## src/pkg/aspl_consts.svh

```systemverilog
// constants of the angle sensor programming link
`ifndef ASPL_CONSTS_SVH
`define ASPL_CONSTS_SVH

// ***************************************************************
// clock and timing
// ***************************************************************
`define ASPL_CLK_MHZ      10
`define ASPL_SYNC_LAT     2
`define ASPL_TO_US        220
`define ASPL_TO_CYC       ((`ASPL_TO_US * `ASPL_CLK_MHZ) - `ASPL_SYNC_LAT - 1)
`define ASPL_TON_MS       5
`define ASPL_TON_CYC      (`ASPL_TON_MS * 1000 * `ASPL_CLK_MHZ)
`define ASPL_ENT_MS       30
`define ASPL_ENT_CYC      (`ASPL_ENT_MS * 1000 * `ASPL_CLK_MHZ)
`define ASPL_PUMP_MS      1
`define ASPL_PUMP_CYC     (`ASPL_PUMP_MS * 1000 * `ASPL_CLK_MHZ)

// ***************************************************************
// command byte fields and frame lengths
// ***************************************************************
`define ASPL_CMD_BITS     5'h07
`define ASPL_FRAME_BITS   5'h17
`define ASPL_TX_LAST      5'h0F
`define ASPL_REGION_REG   1'h1
`define ASPL_ENTRY_CMD    8'h9E
`define ASPL_ENTRY_SIG    16'h5AA5

`endif

```

## src/pkg/aspl_pkg.sv

```systemverilog
// types of the angle sensor programming link
package aspl_pkg;

  typedef enum logic [5:0] {
    ST_IDLE = 6'h01,
    ST_RX   = 6'h02,
    ST_TKO  = 6'h04,
    ST_TX   = 6'h08,
    ST_HOV  = 6'h10,
    ST_STOP = 6'h20
  } aspl_state_t;

  typedef struct packed {
    aspl_state_t st;
    logic        s1;
    logic        s2;
    logic        s3;
    logic        low_seen;
    logic [11:0] per_cnt;
    logic [11:0] hi_cnt;
    logic [11:0] prev_per;
    logic [4:0]  bcnt;
    logic [23:0] sh;
    logic [11:0] tcnt;
    logic [4:0]  tbit;
    logic [15:0] txsh;
    logic [18:0] por;
    logic        cmd_mode;
    logic        analog_en;
    logic        line;
    logic        oe;
    logic        wr;
    logic        rd;
    logic [3:0]  addr;
    logic        region;
    logic [15:0] wdata;
  } aspl_regs_t;

endpackage

```

## src/design/aspl_link.sv

```systemverilog
// slave end of the single pin programming link of the angle sensor
`timescale 1ns/1ns
`include "aspl_consts.svh"
// ***************************************************************
// How it works
// - one pin carries analog output or the bidirectional link.
// - after reset and turn-on time the analog output runs from stored data.
// - the device only answers; the master steers every exchange.
// - data words follow the command; master writes them, device reads out.
// - reads carry one handover bit before and one after the data.
// - no rising edge for the idle timeout sends the link back to idle.
// - command mode opens memory and the control registers to the master.
// - command mode stays until power-on reset; nothing else ends it.
// - each bit is pulse width coded; long high is 1, short is 0.
// - most significant part goes first for commands and data.
// - command bits 7..5 are region; 000 memory, 001..011 reserved.
// - region 100 is register space; 101..111 reserved.
// - command bits 4..1 are the address, bit 0 the direction bit.
// - the idle timeout resets the link no later than 220 us.
// - the bit period lies between 10 and 100 us.
// - the entry slot lasts from power-on until at most 30 ms.
// ***************************************************************
module aspl_link #(
  parameter logic [18:0] TON_CYC   = 19'(`ASPL_TON_CYC),
  parameter logic [18:0] ENT_CYC   = 19'(`ASPL_ENT_CYC),
  // entry command and signature, values arbitrary
  parameter logic [7:0]  ENTRY_CMD = `ASPL_ENTRY_CMD,
  parameter logic [15:0] ENTRY_SIG = `ASPL_ENTRY_SIG
) (
  // clock and reset
  input  wire logic        i_clk_sys,
  input  wire logic        i_rst,
  // link pin
  input  wire logic        i_line,
  output logic             o_line,
  output logic             o_line_oe,
  // analog path and mode
  output logic             o_analog_en,
  output logic             o_cmd_mode,
  // memory and register access
  output logic             o_wr_strobe,
  output logic             o_rd_req,
  output logic             o_region_reg,
  output logic [3:0]       o_addr,
  output logic [15:0]      o_wr_data,
  input  wire logic [15:0] i_rd_data
);

  localparam logic [11:0] TO_CYC = 12'(`ASPL_TO_CYC);
  // synchroniser starts at the pulled-up idle level: no false start after reset
  localparam aspl_pkg::aspl_regs_t RST = '{st: aspl_pkg::ST_IDLE, s1: 1'b1, s2: 1'b1, s3: 1'b1,
                                           default: '0};

  aspl_pkg::aspl_regs_t q;
  aspl_pkg::aspl_regs_t next_q;

  logic        rise;
  logic        fall;
  logic        win;
  logic        bit_val;
  logic [11:0] ref_per;
  logic [11:0] qtr;
  logic [11:0] thr3;
  logic [23:0] nsh;

  // ***************************************************************
  // edge detection and bit timing helpers
  // ***************************************************************
  assign rise    = q.s2 & ~q.s3;
  assign fall    = ~q.s2 & q.s3;
  assign win     = (q.por < ENT_CYC);
  assign ref_per = (q.bcnt == 5'h00) ? q.per_cnt : q.prev_per;
  assign bit_val = ({q.hi_cnt[10:0], 1'b0} > ref_per);
  assign nsh     = {q.sh[22:0], bit_val};
  assign qtr     = {2'h0, q.prev_per[11:2]};
  assign thr3    = qtr + {1'b0, q.prev_per[11:1]};

  // ***************************************************************
  // next state
  // ***************************************************************
  always_comb begin
    next_q    = q;
    next_q.s1 = i_line;
    next_q.s2 = q.s1;
    next_q.s3 = q.s2;
    next_q.wr = 1'b0;
    next_q.rd = 1'b0;
    if (win) begin
      next_q.por = q.por + 19'h1;
    end
    // analog path only outside command mode
    next_q.analog_en = (q.por >= TON_CYC) & ~q.cmd_mode;
    if (rise) begin
      next_q.per_cnt = 12'h000;
    end else if (q.per_cnt != TO_CYC) begin
      next_q.per_cnt = q.per_cnt + 12'h001;
    end
    unique case (q.st)
      aspl_pkg::ST_IDLE: begin
        // slave drives only inside a read
        next_q.oe = 1'b0;
        if (!q.s2) begin
          next_q.low_seen = 1'b1;
        end
        if (rise && q.low_seen) begin
          next_q.st       = aspl_pkg::ST_RX;
          next_q.bcnt     = 5'h00;
          next_q.hi_cnt   = 12'h000;
          next_q.low_seen = 1'b0;
        end
      end
      aspl_pkg::ST_RX: begin
        if (q.s2) begin
          next_q.hi_cnt = q.hi_cnt + 12'h001;
        end
        if (rise) begin
          // each rise closes the bit before it
          next_q.sh       = nsh;
          next_q.bcnt     = q.bcnt + 5'h01;
          next_q.prev_per = q.per_cnt;
          next_q.hi_cnt   = 12'h000;
          if (q.bcnt == `ASPL_CMD_BITS) begin
            if (nsh[6:5] != 2'h0) begin
              next_q.st = aspl_pkg::ST_IDLE;
            end else if (nsh[0]) begin
              if (q.cmd_mode) begin
                next_q.rd     = 1'b1;
                next_q.addr   = nsh[4:1];
                next_q.region = nsh[7];
                next_q.st     = aspl_pkg::ST_TKO;
              end else begin
                next_q.st = aspl_pkg::ST_IDLE;
              end
            end else if (!q.cmd_mode && !(nsh[7:0] == ENTRY_CMD && win)) begin
              next_q.st = aspl_pkg::ST_IDLE;
            end
          end
          if (q.bcnt == `ASPL_FRAME_BITS) begin
            // this rise is the stop condition
            next_q.st = aspl_pkg::ST_IDLE;
            if (q.cmd_mode) begin
              next_q.wr     = 1'b1;
              next_q.addr   = nsh[20:17];
              next_q.region = nsh[23];
              next_q.wdata  = nsh[15:0];
            end else if (nsh[23:16] == ENTRY_CMD && nsh[15:0] == ENTRY_SIG && win) begin
              next_q.cmd_mode = 1'b1;
            end
          end
        end
      end
      aspl_pkg::ST_TKO: begin
        next_q.line = 1'b0;
        // takeover low begins at the end of the master handover pulse
        if (fall) begin
          next_q.oe = 1'b1;
        end
        if (q.oe && q.per_cnt >= q.prev_per) begin
          next_q.st   = aspl_pkg::ST_TX;
          next_q.txsh = i_rd_data;
          next_q.tbit = 5'h00;
          next_q.tcnt = 12'h000;
        end
      end
      aspl_pkg::ST_TX: begin
        // high a quarter for 0, three quarters for 1
        next_q.line = (q.tcnt < (q.txsh[15] ? thr3 : qtr));
        next_q.tcnt = q.tcnt + 12'h001;
        if (q.tcnt == q.prev_per - 12'h001) begin
          next_q.tcnt = 12'h000;
          next_q.txsh = {q.txsh[14:0], 1'b0};
          next_q.tbit = q.tbit + 5'h01;
          if (q.tbit == `ASPL_TX_LAST) begin
            next_q.st = aspl_pkg::ST_HOV;
          end
        end
      end
      aspl_pkg::ST_HOV: begin
        // handover zero, released at three quarters
        next_q.line = (q.tcnt < qtr);
        next_q.tcnt = q.tcnt + 12'h001;
        if (q.tcnt == thr3) begin
          next_q.oe   = 1'b0;
          next_q.line = 1'b0;
          next_q.st   = aspl_pkg::ST_STOP;
        end
      end
      aspl_pkg::ST_STOP: begin
        if (rise) begin
          next_q.st       = aspl_pkg::ST_IDLE;
          next_q.low_seen = 1'b0;
        end
      end
    endcase
    // silence of the line resynchronises the slave
    if (q.per_cnt == TO_CYC && q.st != aspl_pkg::ST_IDLE) begin
      next_q.st   = aspl_pkg::ST_IDLE;
      next_q.oe   = 1'b0;
      next_q.line = 1'b0;
    end
  end

  always_ff @(posedge i_clk_sys) begin
    if (i_rst) begin
      q <= RST;
    end else begin
      q <= next_q;
    end
  end

  // ***************************************************************
  // outputs
  // ***************************************************************
  assign o_line       = q.line;
  assign o_line_oe    = q.oe;
  assign o_analog_en  = q.analog_en;
  assign o_cmd_mode   = q.cmd_mode;
  assign o_wr_strobe  = q.wr;
  assign o_rd_req     = q.rd;
  assign o_region_reg = q.region;
  assign o_addr       = q.addr;
  assign o_wr_data    = q.wdata;
endmodule // aspl_link

```

## config.mk

```make
export PLATFORM = sky130hd
export DESIGN_NAME = aspl_link
export DESIGN_NICKNAME = d
export VERILOG_FILES = /design/src/pkg/aspl_pkg.sv /design/src/design/aspl_link.sv
export VERILOG_INCLUDE_DIRS = /design/src /design/src/pkg
export SDC_FILE = /design/constraint.sdc
export NUM_CORES = 1
export LEC_CHECK = 0
export BUFFER_PORTS_ARGS = -buffer_cell sky130_fd_sc_hd__buf_2
export CAP_MARGIN = 15
export CORE_ASPECT_RATIO = 1.25
export CORE_MARGIN = 2
export CORE_UTILIZATION = 40
export CTS_CLUSTER_DIAMETER = 100
export DETAILED_ROUTE_END_ITERATION = 10
export PLACE_DENSITY = 0.56
export SLEW_MARGIN = 20
export SYNTH_ARGS = -nofsm -noshare
export SYNTH_HDL_FRONTEND = slang
export SYNTH_SLANG_ARGS = --single-unit
```

## constraint.sdc

```tcl
create_clock -name i_clk_sys -period 8.7 [get_ports i_clk_sys]
set_input_delay 0.435 -clock i_clk_sys [delete_from_list [all_inputs] [get_ports i_clk_sys]]
set_output_delay 0.435 -clock i_clk_sys [all_outputs]
set_load 0.005 [all_outputs]
```

* After elaboration in Yosys (flattened, before gate mapping)
Cells that the tools add are included.
** Word-level totals
- Bits in registers :: 154
- Output and inout bits :: 27
** Operators by class
- Add/sub/neg operators :: 8
- Magnitude comparators :: 6
- Equality and inequality tests :: 29
- Mux-type cells :: 43
- Bitwise logic cells :: 11
- Reduce and logical (&&, ||, !) cells :: 30
** Operators with widths (count)
- $mux W6 :: 13
- $mux W33 :: 2
- $mux W53 :: 1
- $mux W12 :: 4
- $mux W21 :: 2
- $pmux W21 S2 :: 1
- $add A12 B1 Y12 const B :: 3
- $pmux W12 S3 :: 1
- $pmux W6 S6 :: 1
- $eq A12 B12 Y1 :: 2
- $pmux W12 S2 :: 1
- $mux W5 :: 4
- $add A19 B1 Y19 const B :: 1
- $ge A19 B16 Y1 const B :: 1
- $lt A19 B19 Y1 const B :: 1
- $reduce_and A3 Y1 :: 6
- $eq A16 B15 Y1 const B :: 1
- $eq A8 B8 Y1 const B :: 2
- $ne A2 B2 Y1 const B :: 8
- $add A10 B11 Y12 :: 1
- $eq A12 B12 Y1 const B :: 1
- $ge A12 B12 Y1 :: 1
- $gt A12 B12 Y1 :: 1
- $lt A12 B10 Y1 :: 1
- other kinds (35) :: 67

* Logic depth before layout (Yosys ltp)
Gate-level depths: netlist of run 1.
- Depth after elaboration :: 14
- Mapped depth :: 17
- Gate-level depth less buffers :: 17

* Least setup slack after synthesis of run 1
OpenSTA, ideal clock, no wires.
- Kind :: reg2reg
- Start :: register q[111] in the netlist's numbering
- End :: register q (netlist bit o_line)
- Library setup time :: 0.070 ns
- Arrival time :: 3.248 ns
- Required time :: 8.630 ns
- Path slack :: 5.382 ns
- Stages on the path, launching flop included :: 16
- Path buffers :: 0
- Cell sequence :: dfxtp_1 > inv_1 > ha_1 > o21ai_0 > or2_2 > a221oi_1 > o21a_1 > nor2_1 > xnor2_1 > nand2_1 > o21ai_0 > ha_1 > a2111oi_0 > nand2_1 > o31ai_1 > o2bb2ai_1
** Between the ends
- Word-level cells in the longest chain between the ends :: 4
- Elaborated cells between the ends (all ways) :: 7
** Ends and longest elaborated chain
- start: declaration :: line aspl_link.sv:54 : aspl_pkg::aspl_regs_t q;
- start signal: assignment :: line aspl_link.sv:207 : q <= next_q;
- $add A10 B11 Y12 :: line aspl_link.sv:76 : assign thr3 = qtr + {1'b0, q.prev_per[11:1]};
- $mux W12 or $eq A12 B12 Y1 (tied branches) :: line aspl_link.sv:167, aspl_link.sv:182
- $lt A12 B12 Y1 or $mux W2 (tied branches) :: line aspl_link.sv:167, aspl_link.sv:182
- $pmux W1 S3 * :: line aspl_link.sv:98 : unique case (q.st)
Mark *: on every way between the ends. The rest lies on a longest branch, timed or not. The select of a mux whose other input is x is not followed.
A chain may end at the register's enable or synchronous reset.

* Worst setup path in the final report of run 1
Same ends and word-level chain as after synthesis.

==> flow_summary_export.csv, run 1 <==
group,metric,value,unit
logic_synthesis,yosys_warnings,0,
drt,vias_per_cell,5.55,
logic_synthesis,yosysTopAreaCell,"dfxtp_1",
drt,wire_per_inst,16.0,um
logic_synthesis,ys_ff_latch,152,
power_and_ir_drop,power_leakage,3.80,nW
drt,drtIter0Drc,387,
placement,port_buffers,45,
sta,period_needed,3.85,ns
floorplan,die-height,174,um
finish,antennaDiodeCount,0,
clock_tree,postCtsHoldBufs,0,
clock_tree,cts_buffers,17,
floorplan,fp.dieArea,0.0244,mm2
sta,hold_violations,0,
clock_tree,cts_tree,"built",
hold_path,min_to,"next_q[146]",
worst_setup_path,endpoint_kind,"flop",
worst_setup_path,cp.arrival,4.22,ns
run,drv_cap,0,
sta,timing.fmax,0.260,GHz
worst_setup_path,regToRegSetupSlack,4.85,ns
worst_setup_path,reg2reg_depth,17,
power_and_ir_drop,switchingPower,0.400,mW
grt,grt_pass1_wl,38500,um
floorplan,rows,62,
drt,drtPass1Iterations,5,
logic_synthesis,ys_types,78,
power_and_ir_drop,p_sw_frac,0.262,
worst_setup_path,r2r_start,"q[111]",
worst_setup_path,cp_data_required_time,9.07,ns
finish,final_nets,1236,
finish,largest_reg_flops,100,
power_and_ir_drop,seq_power_share,0.469,
finish,largest-register,"q",
hold_path,min_path_cells,2,
clock_tree,clk_pin_slew,0.07,ns
floorplan,core_area,0.0229,mm2
grt,gr-total-overflow,0,
sta,slew_viol_final,0,
power_and_ir_drop,combPwrFrac,0.063,
grt,grt.total_usage,0.192,
floorplan,die_w,140,um
logic_synthesis,yosysMostFrequentCell,"nand2_1",
clock_tree,cts_buffer_depth,2,
power_and_ir_drop,power-per-cell-area,151,mW/mm2
logic_synthesis,synthTopCellsByArea,"dfxtp_1, ha_1, a21oi_1, nand2_1, nor2_1",
logic_synthesis,synth_ff_type,"dfxtp_1",
sta,rsz0062_at_grt,"no",
drt,vias,7988,
sta,fin_crit_sh,0.443,
grt,grt_pass1_vias,7748,
grt,grt_max_degree,61,
logic_synthesis,synth_common_cells,"nand2_1, dfxtp_1, a21oi_1, nor2_1, ha_1",
drt,routed_wl,23000,um
logic_synthesis,netlist_area,0.00928,mm2
clock_tree,cts-resized-gates,0,
logic_synthesis,synth_edf_count,0,
clock_tree,cts_root_buffer,"clkbuf_16",
sta,tightest_slew,1.06,ns
clock_tree,clk_latency,0.44,ns
power_and_ir_drop,totalPowerFinal,1.53,mW
floorplan,ioPinCount,46,
power_and_ir_drop,p_int,1.13,mW
hold_path,min_from,"i_line",
worst_setup_path,cp-startpoint,"q[111]",
logic_synthesis,syn_inst,1143,
power_and_ir_drop,max-vdd-ir-drop,0.124,mV
hold_path,min_path_type,"input pin to flop",
sta,skew,0.0148,ns
logic_synthesis,synth_top_area_frac,0.328,
finish,layout-drive-gt1-share,0.0964,
clock_tree,clock-sinks,152,
grt,antenna_found_initial,0,
status,outcome,"finished, final reports clean",
worst_setup_path,rr_endpoint,"o_line",
worst_setup_path,crit_type,"flop to flop",
placement,gp_congestion,0.864,
finish,fillers,2344,
clock_tree,clock_tree.htree_level_count,4,
clock_tree,postCtsSetupRepairBufs,0,
logic_synthesis,async_reset_ff_frac,0,
worst_setup_path,worstPathMaxFanout,7,
logic_synthesis,synth-seq-area-share,0.328,
sta,finalSetupViolCount,0,
logic_synthesis,avgSynthCellArea,8.12,um2
logic_synthesis,syn-num-nets,1240,
drt,ant_nets,0,
floorplan,start_util,0.405,
sta,final.setup.tns,0,ns
finish,areaGrowthSynthToFinish,8.90,%
power_and_ir_drop,p_clk_frac,0.468,
worst_setup_path,startpoint_type,"flop",
sta,max_slew_margin,0.288,
drt,drc,0,
placement,hpwl,16500,um
## worst max-delay path, cell delays in order, from the launching register on
cell and delay, ns:
dfxtp_1 0.49, inv_1 0.20, ha_1 0.40, o21ai_0 0.14
or2_2 0.33, a221oi_1 0.51, o21a_1 0.17, nor2_1 0.04
xnor2_1 0.13, nand2_1 0.07, o21ai_0 0.09, ha_1 0.32
a2111oi_0 0.38, nand2_1 0.12, nor2_1 0.10, a221oi_1 0.05
o31ai_1 0.09, o2bb2ai_1 0.14
## cell usage in the layout, fill, tap and decap left out, drive strengths merged, types with 11 or more instances in the layout
master  Yosys  routed
nand2     158     158
dfxtp     152     152
a21oi     124     124
nor2       97      97
ha         77      77
o21ai      49      49
buf        32      48
inv        35      42
xnor2      39      39
xor2       32      32
a211oi     25      25
nand3      23      23
nand4      23      23
clkbuf     39      19
or3        17      17
and3       14      14
nor3       13      13
a22oi      13      13
mux2i      12      12
or2        12      12
o21a       11      11
nand2b     11      11
## routing by layer
metal  wire length (um)  vias up  global-route usage
li1                   -     4046                   -
met1              10400     3769               0.231
met2              11400      134               0.344
met3                626       39              0.0292
met4                580        0              0.0678
met5                  0        -                   0
## metrics by stage
stage | instances | instance area, um2 | hold WS [ns] | worst slack, ns | utilization
3_3_place_gp | 1408 | 9540 | 0.405 | 4.97 | 0.417
4_1_cts | 1440 | 10100 | 0.185 | 4.85 | 0.441
2_1_floorplan | 1143 | 9280 | 0.389 | 5.38 | -
5_1_grt | 1440 | 10100 | 0.206 | 4.42 | 0.441
6_report | 1440 | 10100 | 0.191 | 4.85 | 0.441
3_5_place_dp | 1408 | 9540 | 0.419 | 4.86 | 0.417
## power groups by stage
stage               Sequential [mW]  Clock, mW  Combinational, mW
global route                  0.718      0.757              0.108
CTS                           0.717      0.730             0.0958
detailed placement            0.733          0             0.0955
global placement              0.733          0             0.0949
finish                        0.717      0.715             0.0960
floorplan                     0.729          0             0.0747
## cell type report
cell class | count | area [um2] | area share
Clock buffer | 19 | 453 | 0.0448
Clock inverter | 13 | 106 | 0.0105
Inverter | 35 | 131 | 0.0130
Multi-Input combinational cell | 885 | 5760 | 0.570
Sequential cell | 152 | 3040 | 0.301
Tap cell | 288 | 360 | 0.0357
Timing Repair Buffer | 48 | 250 | 0.0248
## worst max-delay path by stage
stage                     depth (start not counted)  slack [ns]  endpoint
after floorplan                                  15        5.38    o_line
after global placement                           17        4.97    o_line
after detailed placement                         17        4.86    o_line
after CTS                                        17        4.85    o_line
after global routing                             17        4.42    o_line
final                                            17        4.85    o_line
## logic make-up (layout without fill, tap and decap cells)
kind of cell / count (synthesis) / after routing / share of synthesized area
adders and majority gates: 78 / 78 / 0.106
AOI/OAI and AO/OA: 297 / 297 / 0.201
buffers and inverters: 106 / 115 / 0.0527
muxes: 14 / 14 / 0.0154
xor gates and xnor gates: 72 / 72 / 0.0703
DFF: 152 / 152 / 0.328
and+or+nand+nor: 424 / 424 / 0.226
(Power assumes the default switching activity.)
==> inputs of run 2 (changes only) <==
==> constraint.sdc (replaced) <==
create_clock -name i_clk_sys -period 3.9 [get_ports i_clk_sys]
set_input_delay 0.195 -clock i_clk_sys [delete_from_list [all_inputs] [get_ports i_clk_sys]]
set_output_delay 0.195 -clock i_clk_sys [all_outputs]
set_load 0.005 [all_outputs]
==> run 2 against run 1 <==
Sequential share of layout area is 0.52 points lower. Maximum frequency is 7.5% higher. Utilization is 0.80 points higher.
==> flow_summary_export.csv, run 2 (synthesis results as in run 1) <==
group,metric,value,unit
worst_setup_path,regToRegSetupSlack,0.32,ns
sta,skew,0.0101,ns
grt,grt_pass1_wl,39300,um
sta,final.setup.tns,0,ns
worst_setup_path,cp_data_required_time,4.26,ns
drt,drc,0,
finish,layout-drive-gt1-share,0.109,
drt,maxUsedRoutingLayer,"met4",
drt,met2_length,11600,um
finish,areaGrowthSynthToFinish,10.9,%
drt,routed_wl,23400,um
sta,period_needed,3.58,ns
drt,wl_met1,10600,um
clock_tree,clock_tree.htree_level_count,4,
floorplan,rows,62,
placement,hpwl,16800,um
floorplan,ioPinCount,46,
finish,antennaDiodeCount,0,
drt,route.met3.wl,627,um
finish,seqCellArea,0.00304,mm2
floorplan,start_util,0.405,
worst_setup_path,cp.arrival,3.94,ns
finish,largest-register,"q",
clock_tree,cts_tree,"built",
clock_tree,clk_latency,0.43,ns
worst_setup_path,rr_endpoint,"o_line",
worst_setup_path,cp_cell_sequence,"ha_1 > fa_1 > a211oi_1 > o21ai_0 > o21ba_2 > o22ai_1 > xnor2_1 > nand2_1 > ha_1 > a2111oi_0 > nand2_1 > nor2_1 > a221oi_1 > o31ai_1 > o2bb2ai_1",
clock_tree,cts_root_buffer,"clkbuf_16",
sta,hold_violations,0,
worst_setup_path,worstPathMaxFanout,7,
sta,fin_crit_sh,0.919,
floorplan,die-height,174,um
worst_setup_path,critPathSlowestCell,"fa_1",
hold_path,min_path_type,"input pin to flop",
finish,layout_common_cells,"nand2_1, dfxtp_1, a21oi_1",
sta,hold_slack,0.0300,ns
drt,vias_per_cell,5.52,
worst_setup_path,cp-startpoint,"q[110]",
worst_setup_path,startpoint_type,"flop",
hold_path,min_from,"i_rd_data[0]",
clock_tree,clk_pin_slew,0.07,ns
grt,grt.total_usage,0.196,
hold_path,min_to,"q[46]",
finish,multi_input_area,0.00577,mm2
grt,grt_max_degree,58,
finish,largest_reg_flops,100,
status,outcome,"finished, final reports clean",
placement,gp_congestion,0.865,
power_and_ir_drop,power-per-cell-area,344,mW/mm2
worst_setup_path,endpoint_kind,"flop",
placement,port_buffers,45,
drt,ant_nets,0,
worst_setup_path,max_stage_delay,0.44,ns
run,drv_cap,0,
grt,gr-total-overflow,0,
clock_tree,clock-sinks,152,
finish,final_nets,1253,
worst_setup_path,r2r_start,"q[110]",
sta,rsz0062_at_grt,"no",
floorplan,core_area,0.0229,mm2
drt,drtIter0Drc,374,
sta,max_slew_margin,0.426,
grt,antenna_found_initial,0,
floorplan,fp.dieArea,0.0244,mm2
sta,tightest_slew,0.858,ns
hold_path,min_path_cells,3,
clock_tree,cts_buffer_depth,2,
sta,timing.fmax,0.279,GHz
power_and_ir_drop,power_leakage,3.91,nW
drt,drtPass1Iterations,6,
worst_setup_path,reg2reg_depth,15,
finish,fillers,2314,
worst_setup_path,crit_type,"flop to flop",
drt,wire_per_inst,16.1,um
sta,finalSetupViolCount,0,
floorplan,die_w,140,um
finish,final_common_cell,"nand2_1",
clock_tree,cts_buffers,17,
sta,slew_viol_final,0,
grt,grt_pass1_vias,7939,
drt,vias,8041,
power_and_ir_drop,max-vdd-ir-drop,0.311,mV
-- run 2: cell count changes in the layout (fill, tap and decap cells not counted), moves of 2 or more --
cell        before  now
buf_4            4   20
inv_8            1    4
bufinv_16        0    2
clkinvlp_4       2    0
inv_6            6    4
-- run 2: per-stage QoR --
stage | util | cells | setup slack, ns | total power, mW | area [um2]
final | 0.449 | 1457 | 0.318 | 3.53 | 10300
after global routing | 0.449 | 1457 | 0.0219 | 3.67 | 10300
after CTS | 0.449 | 1457 | 0.214 | 3.58 | 10300
after detailed placement | 0.422 | 1424 | 0.225 | 1.85 | 9660
after global placement | 0.422 | 1424 | 0.320 | 1.85 | 9660
after floorplan | - | 1143 | 0.582 | 1.79 | 9280
-- run 2: timing repair --
action | CTS | global route
endpoints found under the setup margin | 0 | 1
endpoints found under the hold margin | 1 | 0
setup buffers | 0 | 0
gates resized for setup | 0 | 3
hold buffers | 1 | 0
-- run 2: layout make-up --
class	count	share of cell area
clock buffer	19	0.0431
multi-input combinational	885	0.561
tap	288	0.0350
clock inverter	13	0.0154
sequential	152	0.296
timing repair buffer	65	0.0370
inverter	35	0.0128
-- run 2: report_power, final --
part / total, mW / switching, mW / internal (mW) / leakage (nW)
registers: 1.60 / 0.0288 / 1.57 / 1.23
logic: 0.219 / 0.136 / 0.0827 / 2.39
clock network: 1.72 / 0.731 / 0.985 / 0.300
-- run 2: worst max-delay path by stage --
stage	cells after the start	to	slack, ns
3_5_place_dp	17	o_line	0.22
4_1_cts	17	o_line	0.21
6_report	15	o_line	0.32
5_1_grt	15	o_line	0.02
2_1_floorplan	15	o_line	0.58
3_3_place_gp	17	o_line	0.32
-- run 2: critical path, delay by kind of cell (launching register included) --
kind | cells | cell delay, ns
AND/OR/NAND/NOR | 3 | 0.33
flip-flops | 1 | 0.39
XOR/XNOR | 1 | 0.16
AO/OA/AOI/OAI | 8 | 1.73
adder cells (fa/ha/maj) | 3 | 0.90
-- run 2: layer usage --
layer,global-route usage,up-vias
met3,0.0320,42
met1,0.239,3788
li1,-,4084
met5,0,-
met2,0.345,127
met4,0.0724,0
